## config.mk

```make
export PLATFORM = sky130hd
export DESIGN_NAME = acsc_capture
export DESIGN_NICKNAME = d
export VERILOG_FILES = /design/src/design/acsc_pkg.sv /design/src/design/acsc_capture.sv
export VERILOG_INCLUDE_DIRS = /design/src /design/src/design
export SDC_FILE = /design/constraint.sdc
export NUM_CORES = 1
export LEC_CHECK = 0
export BUFFER_PORTS_ARGS = -buffer_cell sky130_fd_sc_hd__clkbuf_2
export CAP_MARGIN = 15
export CORE_MARGIN = 8
export CORE_UTILIZATION = 58
export CTS_CLUSTER_SIZE = 30
export DETAILED_ROUTE_END_ITERATION = 16
export PLACE_DENSITY = 0.82
export SLEW_MARGIN = 20
export SYNTH_ARGS = -nofsm -noshare
export SYNTH_HDL_FRONTEND = slang
export SYNTH_SLANG_ARGS = --single-unit
```

## constraint.sdc

```tcl
create_clock -name mclk -period 3.95 [get_ports mclk]
set_input_delay 0.395 -clock mclk [delete_from_list [all_inputs] [get_ports mclk]]
set_output_delay 0.395 -clock mclk [all_outputs]
set_load 0.01 [all_outputs]
```

## src/design/acsc_params.svh

```systemverilog
// Constants for the converter serial capture block.
`ifndef ACSC_PARAMS_SVH
`define ACSC_PARAMS_SVH
`define ACSC_SYS_CLK_HZ      65000000
`define ACSC_SER_BITS_CYCLE  7
`define ACSC_DESER_MULT_X2   7
`define ACSC_N_CONV          2
`define ACSC_LANES           4
`define ACSC_WORD_BITS       18
`define ACSC_CNT_W           5
`define ACSC_SYNC_START      0
`define ACSC_SYNC_SHIFT      1
`define ACSC_SYNC_FWD        2
`define ACSC_SYNC_READY      3
`define ACSC_CAPTURE_LANE    0
`endif

```

## src/design/acsc_pkg.sv

```systemverilog
// Types for the converter serial capture block.
`default_nettype none
package acsc_pkg;
    typedef enum logic [0:0] {
        ACSC_WAIT  = 1'b0,
        ACSC_SHIFT = 1'b1
    } acsc_state_t;
endpackage : acsc_pkg
`default_nettype wire

```

## src/design/acsc_capture.sv

```systemverilog
// Converter readout glue: start resync, ready combine, shift clock relay, lane capture.
// Summary of operation
// - One shared system clock times everything.
// - Conversion start passes a flop per converter.
// - Ready strobes are ANDed into one indication.
// - Host shift clock is regenerated toward converters.
// - Sample lanes on both forwarded clock edges.
// - Invert data bits, never the clock lane.
// - Eighteen bits shifted form one sample.
`timescale 1ns/1ps
`default_nettype none
`include "acsc_params.svh"

module acsc_capture
    import acsc_pkg::*;
#(
    parameter int N_CONV    = `ACSC_N_CONV,
    parameter int LANES     = `ACSC_LANES,
    parameter int WORD_BITS = `ACSC_WORD_BITS
) (
    input  wire logic                 mclk,
    input  wire logic                 rst_n,
    input  wire logic                 conv_start_in,
    input  wire logic [N_CONV-1:0]    converter_ready_strobe,
    input  wire logic                 host_shift_clk,
    input  wire logic                 fwd_clk,
    input  wire logic [LANES-1:0]     lane_data,
    output logic      [N_CONV-1:0]    conv_start_out,
    output logic                      host_ready,
    output logic                      conv_shift_clk,
    output logic      [WORD_BITS-1:0] sample_data,
    output logic                      sample_valid,
    output logic                      frame_aligned
);

    localparam int SYNC_W = `ACSC_SYNC_READY + N_CONV + LANES;
    localparam int LANE_LO = `ACSC_SYNC_READY + N_CONV;
    localparam logic [`ACSC_CNT_W-1:0] LAST_BIT = `ACSC_CNT_W'(WORD_BITS - 1);

    ////////////////////////////////////////////////////////////////////////////////////////
    // Pin synchronisers; the first stage feeds only the second stage.

    logic [SYNC_W-1:0] sync1;
    logic [SYNC_W-1:0] sync2;
    logic              fwd_prev;
    logic              ready_all_prev;
    logic [SYNC_W-1:0] next_sync1;
    logic [SYNC_W-1:0] next_sync2;
    logic              next_fwd_prev;
    logic              next_ready_all_prev;

    logic              start_s;
    logic              shift_s;
    logic              fwd_s;
    logic [N_CONV-1:0] ready_s;
    logic [LANES-1:0]  lanes_s;
    logic              ready_all;
    logic              link_edge;
    logic              frame_start;

    assign start_s     = sync2[`ACSC_SYNC_START];
    assign shift_s     = sync2[`ACSC_SYNC_SHIFT];
    // The clock lane is used as is; only the capture lane bit is taken inverted, into rx_bit.
    assign fwd_s       = sync2[`ACSC_SYNC_FWD];
    assign ready_s     = sync2[`ACSC_SYNC_READY +: N_CONV];
    assign lanes_s     = sync2[LANE_LO +: LANES];
    assign ready_all   = &ready_s;
    // Either edge of the forwarded clock marks a bit slot, giving twice the clock rate.
    assign link_edge   = fwd_s ^ fwd_prev;
    assign frame_start = ready_all & ~ready_all_prev;

    always_comb begin
        next_sync1          = {lane_data, converter_ready_strobe, fwd_clk, host_shift_clk,
                               conv_start_in};
        next_sync2          = sync1;
        next_fwd_prev       = fwd_s;
        next_ready_all_prev = ready_all;
    end

    // Every flop of the block runs from the one shared clock.
    always_ff @(posedge mclk) begin
        if (!rst_n) begin
            sync1          <= '0;
            sync2          <= '0;
            fwd_prev       <= 1'b0;
            ready_all_prev <= 1'b0;
        end else begin
            sync1          <= next_sync1;
            sync2          <= next_sync2;
            fwd_prev       <= next_fwd_prev;
            ready_all_prev <= next_ready_all_prev;
        end
    end

    ////////////////////////////////////////////////////////////////////////////////////////
    // Start resync per converter, ready combine and shift clock relay.

    genvar g;
    generate
        for (g = 0; g < N_CONV; g++) begin : g_start
            logic next_start;
            always_comb begin
                next_start = start_s;
            end
            always_ff @(posedge mclk) begin
                if (!rst_n) begin
                    conv_start_out[g] <= 1'b0;
                end else begin
                    conv_start_out[g] <= next_start;
                end
            end
        end
    endgenerate

    logic next_host_ready;
    logic next_conv_shift_clk;

    always_comb begin
        next_host_ready     = ready_all;
        next_conv_shift_clk = shift_s;
    end

    always_ff @(posedge mclk) begin
        if (!rst_n) begin
            host_ready     <= 1'b0;
            conv_shift_clk <= 1'b0;
        end else begin
            host_ready     <= next_host_ready;
            conv_shift_clk <= next_conv_shift_clk;
        end
    end

    ////////////////////////////////////////////////////////////////////////////////////////
    // Lane capture. A word only starts on a frame start, so bits seen before the first
    // ready rise after reset are thrown away instead of forming a misaligned sample.

    acsc_state_t              state;
    logic [`ACSC_CNT_W-1:0]   bit_cnt;
    logic [WORD_BITS-1:0]     shreg;
    acsc_state_t              next_state;
    logic [`ACSC_CNT_W-1:0]   next_bit_cnt;
    logic [WORD_BITS-1:0]     next_shreg;
    logic [WORD_BITS-1:0]     next_sample_data;
    logic                     next_sample_valid;
    logic                     next_frame_aligned;
    logic                     rx_bit;

    assign rx_bit = ~lanes_s[`ACSC_CAPTURE_LANE];

    always_comb begin
        next_state         = state;
        next_bit_cnt       = bit_cnt;
        next_shreg         = shreg;
        next_sample_data   = sample_data;
        next_sample_valid  = 1'b0;
        next_frame_aligned = frame_aligned;
        case (state)
            ACSC_WAIT: begin
                next_bit_cnt = '0;
                if (frame_start) begin
                    next_state = ACSC_SHIFT;
                    next_shreg = '0;
                end
            end
            ACSC_SHIFT: begin
                if (link_edge) begin
                    next_shreg   = {shreg[WORD_BITS-2:0], rx_bit};
                    next_bit_cnt = bit_cnt + `ACSC_CNT_W'(1);
                    if (bit_cnt == LAST_BIT) begin
                        next_sample_data   = {shreg[WORD_BITS-2:0], rx_bit};
                        next_sample_valid  = 1'b1;
                        next_frame_aligned = 1'b1;
                        next_bit_cnt       = '0;
                        next_state         = ACSC_WAIT;
                    end
                end
            end
            default: begin
                next_state = ACSC_WAIT;
            end
        endcase
    end

    always_ff @(posedge mclk) begin
        if (!rst_n) begin
            state         <= ACSC_WAIT;
            bit_cnt       <= '0;
            shreg         <= '0;
            sample_data   <= '0;
            sample_valid  <= 1'b0;
            frame_aligned <= 1'b0;
        end else begin
            state         <= next_state;
            bit_cnt       <= next_bit_cnt;
            shreg         <= next_shreg;
            sample_data   <= next_sample_data;
            sample_valid  <= next_sample_valid;
            frame_aligned <= next_frame_aligned;
        end
    end
endmodule : acsc_capture
`default_nettype wire

```

Word-level counts from Yosys, hierarchy flattened
Index checks and enable logic that the tools add are counted.
{"block": "classes", "n_mux": 11, "addsub": 1, "n_eq_ne": 3, "reduce_logical": 4, "n_bitwise": 5}
{"op": "$mux W17", "n": 2}
{"op": "$pmux W17 S2", "n": 1}
{"op": "$mux W5", "n": 2}
{"op": "$pmux W5 S2", "n": 1}
{"op": "$reduce_and A3 Y1", "n": 2}
{"op": "$add A5 B1 Y5 const B", "n": 1}
{"op": "$eq A5 B5 Y1 const B", "n": 1}
{"op": "$mux W1", "n": 4}
{"op": "$ne A2 B2 Y1 const B", "n": 2}
{"op": "$reduce_and A2 Y1", "n": 2}
{"op": "$not A1 Y1", "n": 3}
{"op": "$pmux W1 S2", "n": 1}
{"op": "$and A1 B1 Y1", "n": 1}
{"op": "$xor A1 B1 Y1", "n": 1}
{"block": "totals", "input_bits": 11, "word_cells": 36, "ff_bits": 59, "out_inout_bits": 24}

Depth between registers and ports, before layout
Gate-level depths: netlist of run 1.
{"block": "depth", "word_depth": 4, "ltp_mapped": 6}

Least setup slack after synthesis of run 1
OpenSTA, ideal clock, no wires.
{"block": "synth_path", "path_kind": "register to register", "start": "reg bit_cnt[1]", "end": "reg bit_cnt[2]", "required_time_ns": 3.859, "setup_time_ns": 0.091, "setup_slack_ns": 2.629, "arrival_ns": 1.230, "stages_incl_launch_ff": 6, "synth_period_minus_slack_ns": 1.321, "cell_sequence": "dfxtp_1 inv_1 ha_1 and4bb_2 o31a_1 a311oi_1"}
{"block": "synth_via", "elab_chain_len": 4}
{"element": "start: declaration", "line_no": "acsc_capture.sv:138", "rtl": "logic [`ACSC_CNT_W-1:0] bit_cnt;"}
{"element": "start signal: assignment", "line_no": "acsc_capture.sv:194", "rtl": "bit_cnt <= next_bit_cnt;"}
{"element": "$add A5 B1 Y5 / $eq A5 B5 Y1 (equally long branches)", "line_no": "acsc_capture.sv:168, acsc_capture.sv:169"}
{"element": "$mux W5 (*)", "line_no": "acsc_capture.sv:169", "rtl": "if (bit_cnt == LAST_BIT) begin"}
{"element": "$mux W5 (*)", "line_no": "acsc_capture.sv:166", "rtl": "if (link_edge) begin"}
{"element": "$pmux W5 S2 (*)", "line_no": "acsc_capture.sv:157", "rtl": "case (state)"}
Every way passes the cells marked *; elsewhere a longest branch is shown, timed or not. The select of a mux whose other input is x is not followed.
A chain may end at the register's enable or synchronous reset.

Final worst setup path of run 1
{"block": "layout_path", "start": "reg bit_cnt[0]", "end": "reg state"}
{"block": "layout_via", "elab_chain_len": 4}
{"element": "$eq A5 B5 Y1", "line_no": "acsc_capture.sv:169"}
{"element": "$mux W1", "line_no": "acsc_capture.sv:169"}
{"element": "$mux W1", "line_no": "acsc_capture.sv:166"}
{"element": "$pmux W1 S2", "line_no": "acsc_capture.sv:157"}
{"element": "end signal: assignment", "line_no": "acsc_capture.sv:193", "rtl": "state <= next_state;"}
{"element": "end: declaration", "line_no": "acsc_capture.sv:137", "rtl": "acsc_state_t state;"}
Every way passes these cells.

==> key figures, run 1 <==
Run status
  – Result of the run: finished, final reports clean

Routing
  – Violation count after the first detailed-route iteration: 90
  – Number of detailed-routing iterations run before antenna repair: 4
  – Vias per std cell: 5.04
  – DRC: 0
  – Post-detailed-route count of antenna-violating nets: 0
  – Total number of vias: 1387
  – Total wirelength of the detailed-routed design: 3.27 mm
  – Average wire length per cell after detail routing: 11.9 µm

Global route
  – Number of global-route vias before repair: 1329
  – Number of antenna violations at the first check in global routing: 0
  – GRT Util Overall: 13.4%
  – GRT overflow: 0
  – Largest net degree at the start of global routing: 55
  – Global-route wire length before repair: 5.60 mm

Logic synthesis
  – Synth Net Count: 206
  – Register bit total from synthesis: 59
  – Library cell occupying the most area in the post-synthesis netlist: sky130_fd_sc_hd__dfxtp_1
  – Top area cells in the synthesized netlist: sky130_fd_sc_hd__dfxtp_1, sky130_fd_sc_hd__mux2i_1, sky130_fd_sc_hd__nand2_1
  – Synth cell types: 29
  – Dominant synthesized flop cell: sky130_fd_sc_hd__dfxtp_1
  – Area of the mapped netlist: 0.00202 mm²
  – Count of yosys warnings during synthesis: 0
  – Fraction of synthesis flops using an asynchronous set or reset pin: 0%
  – Average size of a mapped cell: 10.5 µm²
  – Fraction of the yosys area taken by sequential cells: 58.5%
  – Portion of synthesized cell area occupied by the leading cell type: 58.5%
  – Gate count after technology mapping: 193
  – Number of synthesized flops with an enable pin: 0

Worst hold path
  – Number of instances on the worst hold path: 2
  – Hold Crit Endpoint: next_sync2[0]$_SDFF_PN0_
  – Type of the worst min-delay path: input port to flop
  – Beginning of the worst hold path: conv_start_in

Clocking
  – Total setup buffers inserted after CTS: 0
  – Clock net sink count: 59
  – Post-cts resize count: 0
  – Post-CTS Hold Fix Bufs: 0
  – Clock buffer count from CTS: 9
  – Clock tree buffer depth: 2
  – Clock tree from TritonCTS: built
  – Root Buffer: sky130_fd_sc_hd__clkbuf_4
  – Clock-pin slew of the registers on the worst-case setup and hold paths: 0.09 ns
  – Count of H-tree levels built during CTS: 3
  – Later-pin clock latency in the skew report: 0.39 ns

Place
  – Buffers on Ports: 31
  – Placed wire-length estimate after detailed placement: 2.10 mm
  – Weighted congestion reported at the end of routability-driven placement: 0.740
  – Placed standard-cell area: 0.00217 mm²

Power and ir drop
  – Overall power of the completed layout: 1.03 mW
  – Worst IR drop on VDD: 0.255 mV
  – Power density normalized to cell area: 446 mW/mm²
  – LEAKAGE: 1.02 nW

Critical path
  – Critical setup path kind: flop to flop
  – Path depth of the worst reg2reg path: 4
  – End of the worst register-to-register path: state$_SDFF_PN0_
  – Worst-path maximum fanout: 21
  – Slowest-stage cell, CP: sky130_fd_sc_hd__nand3_2
  – Worst path required time: 4.23 ns
  – Launching element type of the critical path: flop
  – Launch point of the worst reg-to-reg path: bit_cnt[0]$_SDFFE_PN0P_
  – Delay of the slowest critical-path stage: 0.51 ns
  – Worst path cell trace: ha_1 > and4bb_2 > nand3_2 > and3_1
  – Worst Path Arrival: 2.17 ns
  – Register-to-register setup slack: 2.06 ns
  – Category of the worst setup path capture point: flop

Floorplan
  – Die width: 75.0 µm
  – Core Area: 0.00334 mm²
  – Count of boundary I/O pins: 35
  – Cell Rows: 21
  – Area of the die: 0.00563 mm²
  – Die Height: 75.0 µm
  – Initial Util: 60.5%

Final layout
  – Design area: 0.00231 mm²
  – Number of antenna repair diodes: 0
  – Relative area change from synthesis to final layout: 14.4%
  – Proportion of layout cells with a drive suffix above 1: 23.6%
  – Number of nets at the end of the flow: 237
  – Number of fill cells in the layout: 268

STA
  – Final-report hold violation count: 0
  – Setup Viol. Count Final: 0
  – Achievable frequency: 529 MHz
  – Final setup skew: 0.00961 ns
  – Setup repair after global routing missed its margin: false
  – Min cycle time layout: 1.89 ns
  – Final cycle utilization of the critical path: 47.9%
  – Transition time at the pin with the least slew margin: 0.888 ns
  – Hold Worst Slack: 0.206 ns
  – Final Max Tran Viols: 0
  – Slew Limit Headroom: 40.8%
  – Setup tns final: 0 ns

Flow run
  – Max-capacitance violation count: 0
==> where the power goes <==
part           switching, mW  internal [mW]
logic                 0.0139        0.00846
registers            0.00263          0.601
clock network          0.206          0.197
==> synth_stat cells, drive strengths merged, types with 2 or more instances <==
cell and number:
dfxtp 59, nand2 40, mux2i 18, o22ai 17
and2 15, clkbuf 6, inv 6, buf 5
a21oi 4, o21ai 3, or3 3, a311oi 2
ha 2, nand3 2, nor2 2
==> through the flow <==
step	setup slack [ns]	util, %	cells
floorplan	2.63	-	193
global placement	2.06	64.9	259
detailed placement	2.05	64.9	259
CTS	2.03	69.2	275
global route	1.95	69.2	275
finish	2.06	69.2	275
==> kinds of logic (layout without fill, tap and decap cells) <==
kind of cell | after synthesis | count (layout) | synth area share, %
flops | 59 | 59 | 58.5
buf+inv | 17 | 53 | 4.34
simple gates | 66 | 66 | 16.0
mux | 18 | 18 | 8.92
fa+ha+maj | 2 | 2 | 1.24
compound gates | 29 | 29 | 9.36
xor+xnor | 2 | 2 | 1.61
==> cell type report <==
class                           instances  area (µm²)  share of cell area [%]
Multi-Input combinational cell        117         751                    32.5
Sequential cell                        59        1180                    51.1
Tap cell                               46        57.6                    2.49
Timing Repair Buffer                   31         155                    6.72
Clock inverter                          3        20.0                   0.867
Inverter                                6        22.5                   0.975
Clock buffer                           13         123                    5.31
==> cell usage in the layout (no fill, tap or decap), types with 4 or more instances in the layout <==
cell type and n:
sky130_fd_sc_hd__clkbuf_2 31, sky130_fd_sc_hd__nand2_1 39, sky130_fd_sc_hd__clkbuf_8 4, sky130_fd_sc_hd__mux2i_1 18
sky130_fd_sc_hd__clkbuf_4 9, sky130_fd_sc_hd__dfxtp_1 59, sky130_fd_sc_hd__o22ai_1 17, sky130_fd_sc_hd__a21oi_1 4
sky130_fd_sc_hd__inv_1 6, sky130_fd_sc_hd__and2_1 15
==> worst max path at each step <==
stage	from	end	slack, ns	cells after the start
final	bit_cnt[0]$_SDFFE_PN0P_	state$_SDFF_PN0_	2.06	4
after global routing	bit_cnt[0]$_SDFFE_PN0P_	state$_SDFF_PN0_	1.95	4
after CTS	bit_cnt[0]$_SDFFE_PN0P_	state$_SDFF_PN0_	2.03	4
after detailed placement	bit_cnt[0]$_SDFFE_PN0P_	state$_SDFF_PN0_	2.05	4
after global placement	bit_cnt[0]$_SDFFE_PN0P_	state$_SDFF_PN0_	2.06	4
after floorplan	bit_cnt[1]$_SDFFE_PN0P_	bit_cnt[2]$_SDFFE_PN0P_	2.63	5
==> flip-flops by register name, indices dropped and copies added (netlist names) <==
signal,cells
bit_cnt,5
sample_valid,1
state,1
shreg,17
host_ready,1
fwd_prev,1
conv_shift_clk,1
next_sync2,6
sample_data,18
sync2,6
frame_aligned,1
conv_start_out,1
==> critical path: cells and delay by family (launching register included) <==
| family | cells | cell delay [ns] |
|---|---|---|
| flops | 1 | 0.41 |
| fa+ha+maj | 1 | 0.17 |
| simple gates | 3 | 1.20 |
==> layer usage <==
layer  part of all wire (%)  up-vias  global-route usage (%)
li1                       -      725                       -
met1                     46      616                    14.4
met2                     43       37                    20.5
met3                    8.7        9                    7.72
met4                    2.1        0                    6.52
met5                      0        -                       0
No activity file was read; power rests on OpenSTA's default activity.
==> run 2, diff against run 1 <==
CORE_UTILIZATION = 54   (was 58)
PLACE_DENSITY = 0.77   (was 0.82)
clock period = 1.9 ns   (was 3.95 ns; I/O delays follow)
==> run 2 against run 1 <==
Effect of this change: first-iteration DRC count grew 23%; via count rose by 1.0%; utilization decreased by 4.0 points; largest cell class unchanged; power increased by 110%; maximum frequency up 31%; global-route usage fell by 0.88 points; register-to-register slack lost 1.6 ns; critical path depth increased by 1.
==> key figures, run 2 (synthesis results as in run 1) <==
Run status
  – Result of the run: finished, final reports clean

STA
  – Slew Limit Headroom: 75.0% (+34 points)
  – Achievable frequency: 695 MHz (+31%)
  – Setup repair after global routing missed its margin: false
  – Final cycle utilization of the critical path: 75.8% (+28 points)
  – Final-report hold violation count: 0 (unchanged)
  – Transition time at the pin with the least slew margin: 0.374 ns (-0.514 ns)
  – Hold Worst Slack: 0.0739 ns (-0.132 ns)
  – Final setup skew: 0.00583 ns (-0.00378 ns)
  – Final Max Tran Viols: 0 (unchanged)
  – Setup tns final: 0 ns (unchanged)
  – Min cycle time layout: 1.44 ns (-0.452 ns)
  – Setup Viol. Count Final: 0 (unchanged)
  – Final WS setup: 0.461 ns (-1.60 ns)

Place
  – Setup slack after placement: 0.443 ns (-1.61 ns)
  – Placed standard-cell area: 0.00222 mm² (+2.4%)
  – Buffers on Ports: 31 (unchanged)
  – Total instance count after detailed placement: 266 (+2.7%)
  – Weighted congestion reported at the end of routability-driven placement: 0.715 (-3.4%)
  – Placed wire-length estimate after detailed placement: 2.29 mm (+9.1%)

Final layout
  – Number of flip-flops in the largest register: 18 (unchanged)
  – Relative area change from synthesis to final layout: 17.3%
  – Post-layout instance count excluding filler cells: 280 (+1.8%)
  – Proportion of layout cells with a drive suffix above 1: 23.7% (+0.13 points)
  – Number of antenna repair diodes: 0 (unchanged)
  – Commonest cells after routing, fill and taps aside: sky130_fd_sc_hd__dfxtp_1, sky130_fd_sc_hd__nand2_1, sky130_fd_sc_hd__clkbuf_2, sky130_fd_sc_hd__mux2i_1, sky130_fd_sc_hd__o22ai_1
  – Register bank with the most flops: sample_data
  – Most common library cell in the layout ignoring fill and taps: sky130_fd_sc_hd__dfxtp_1
  – Number of nets at the end of the flow: 242 (+2.1%)
  – Leading registers by flop count: sample_data: 18 flops, shreg: 17 flops
  – Design area: 0.00237 mm² (+2.5%)

Global route
  – GRT Util Overall: 12.5% (-0.88 points)
  – Number of antenna violations at the first check in global routing: 0 (unchanged)
  – GRT overflow: 0 (unchanged)
  – Number of global-route vias before repair: 1400 (+5.3%)
  – Global-route wire length before repair: 6.05 mm (+8.2%)
  – Largest net degree at the start of global routing: 22 (-60%)

Floorplan
  – Core Area: 0.00363 mm² (+8.9%)
  – Die width: 77.2 µm (+2.9%)
  – Count of boundary I/O pins: 35 (unchanged)
  – Cell Rows: 22 (+4.8%)
  – Initial Util: 55.6% (-4.9 points)
  – Area of the die: 0.00595 mm² (+5.8%)
  – Die Height: 77.2 µm (+2.9%)

Clocking
  – Clock net sink count: 59 (unchanged)
  – Clock buffer count from CTS: 9 (unchanged)
  – Later-pin clock latency in the skew report: 0.32 ns (-0.07 ns)
  – Clock tree buffer depth: 2 (unchanged)
  – Clock tree from TritonCTS: built
  – Root Buffer: sky130_fd_sc_hd__clkbuf_8
  – Count of H-tree levels built during CTS: 3 (unchanged)
  – Total setup buffers inserted after CTS: 0 (unchanged)
  – Post-CTS Hold Fix Bufs: 0 (unchanged)
  – Clock-pin slew of the registers on the worst-case setup and hold paths: 0.06 ns (-0.03 ns)
  – Post-cts resize count: 0 (unchanged)

Critical path
  – Worst-path maximum fanout: 5 (-76%)
  – Worst Path Arrival: 1.66 ns (-0.51 ns)
  – Crit path depth: 5 (+1)
  – Worst path required time: 2.12 ns (-2.11 ns)
  – Crit path to: bit_cnt[2]$_SDFFE_PN0P_
  – Cell type group with the largest total delay on the critical path: compound AO/OA/AOI/OAI gates
  – Launching element type of the critical path: flop
  – Category of the worst setup path capture point: flop
  – Timing startpoint of the critical path: bit_cnt[1]$_SDFFE_PN0P_
  – Critical setup path kind: flop to flop
  – Worst path cell trace: inv_1 > ha_1 > and4bb_2 > o31a_1 > a311oi_1
  – Slowest-stage cell, CP: sky130_fd_sc_hd__dfxtp_1
  – Path depth of the worst reg2reg path: 5 (+1)
  – Critical path buffer and inverter count: 1 (+1)
  – End of the worst register-to-register path: bit_cnt[2]$_SDFFE_PN0P_
  – Delay of the slowest critical-path stage: 0.37 ns (-0.14 ns)
  – Launch point of the worst reg-to-reg path: bit_cnt[1]$_SDFFE_PN0P_
  – Register-to-register setup slack: 0.46 ns (-1.60 ns)

Power and ir drop
  – Worst IR drop on VDD: 0.556 mV (+120%)
  – LEAKAGE: 1.05 nW (+3.1%)
  – Power density normalized to cell area: 924 mW/mm² (+110%)

Routing
  – DRC: 0 (unchanged)
  – Total number of vias: 1401 (+1.0%)
  – Average wire length per cell after detail routing: 12.2 µm (+2.9%)
  – Post-detailed-route count of antenna-violating nets: 0 (unchanged)
  – Violation count after the first detailed-route iteration: 111 (+23%)
  – Vias per std cell: 5.00 (-0.79%)
  – Total wirelength of the detailed-routed design: 3.43 mm (+4.8%)
  – Number of detailed-routing iterations run before antenna repair: 4 (unchanged)

Flow run
  – Max-capacitance violation count: 0 (unchanged)

Worst hold path
  – Type of the worst min-delay path: input port to flop
## run 2: cell types whose count changed in the layout (fill, tap and decap cells not counted)
| cell | before | now |
|---|---|---|
| sky130_fd_sc_hd__buf_12 | 0 | 1 |
| sky130_fd_sc_hd__buf_4 | 0 | 4 |
| sky130_fd_sc_hd__clkbuf_1 | 0 | 2 |
| sky130_fd_sc_hd__clkbuf_4 | 9 | 0 |
| sky130_fd_sc_hd__clkbuf_8 | 4 | 9 |
| sky130_fd_sc_hd__clkinv_2 | 1 | 2 |
| sky130_fd_sc_hd__clkinvlp_4 | 2 | 1 |
## run 2: metal layers
metal	global-route usage (%)	up-vias	part of all wire [%]
met2	18.8	32	44
met5	0	-	0
li1	-	727	-
met3	7.81	4	5.8
met4	4.91	0	1.1
met1	13.8	638	49
## run 2: area by class of cell
type	instances	area, µm²
Inverter	6	22.5
Timing Repair Buffer	36	205
Clock buffer	11	131
Tap cell	48	60.1
Sequential cell	59	1180
Fill cell	312	1260
Multi-Input combinational cell	117	751
Clock inverter	3	17.5
## run 2: per-stage QoR
stage	utilization (%)	total power, mW
floorplan	-	1.32
global placement	61.1	1.34
detailed placement	61.1	1.34
CTS	65.2	2.21
global route	65.2	2.27
finish	65.2	2.19
## run 2: worst register-to-register path, stage by stage, from the launching register on
cell and delay [ns]:
sky130_fd_sc_hd__dfxtp_1 0.37, sky130_fd_sc_hd__inv_1 0.06, sky130_fd_sc_hd__ha_1 0.17, sky130_fd_sc_hd__and4bb_2 0.27
sky130_fd_sc_hd__o31a_1 0.24, sky130_fd_sc_hd__a311oi_1 0.25
## run 2: worst min-delay path by stage
stage	startpoint	end	cells past startpoint
2_1_floorplan	conv_start_in	next_sync2[0]$_SDFF_PN0_	1
3_3_place_gp	host_shift_clk	next_sync2[1]$_SDFF_PN0_	2
3_5_place_dp	converter_ready_strobe[1]	next_sync2[4]$_SDFF_PN0_	2
4_1_cts	converter_ready_strobe[1]	next_sync2[4]$_SDFF_PN0_	2
5_1_grt	converter_ready_strobe[0]	next_sync2[3]$_SDFF_PN0_	2
6_report	converter_ready_strobe[1]	next_sync2[4]$_SDFF_PN0_	2
## run 2: power by group
| group | internal, mW | switching, mW |
|---|---|---|
| logic | 0.0217 | 0.0303 |
| registers | 1.25 | 0.00531 |
| clock network | 0.454 | 0.425 |
| total | 1.73 | 0.461 |
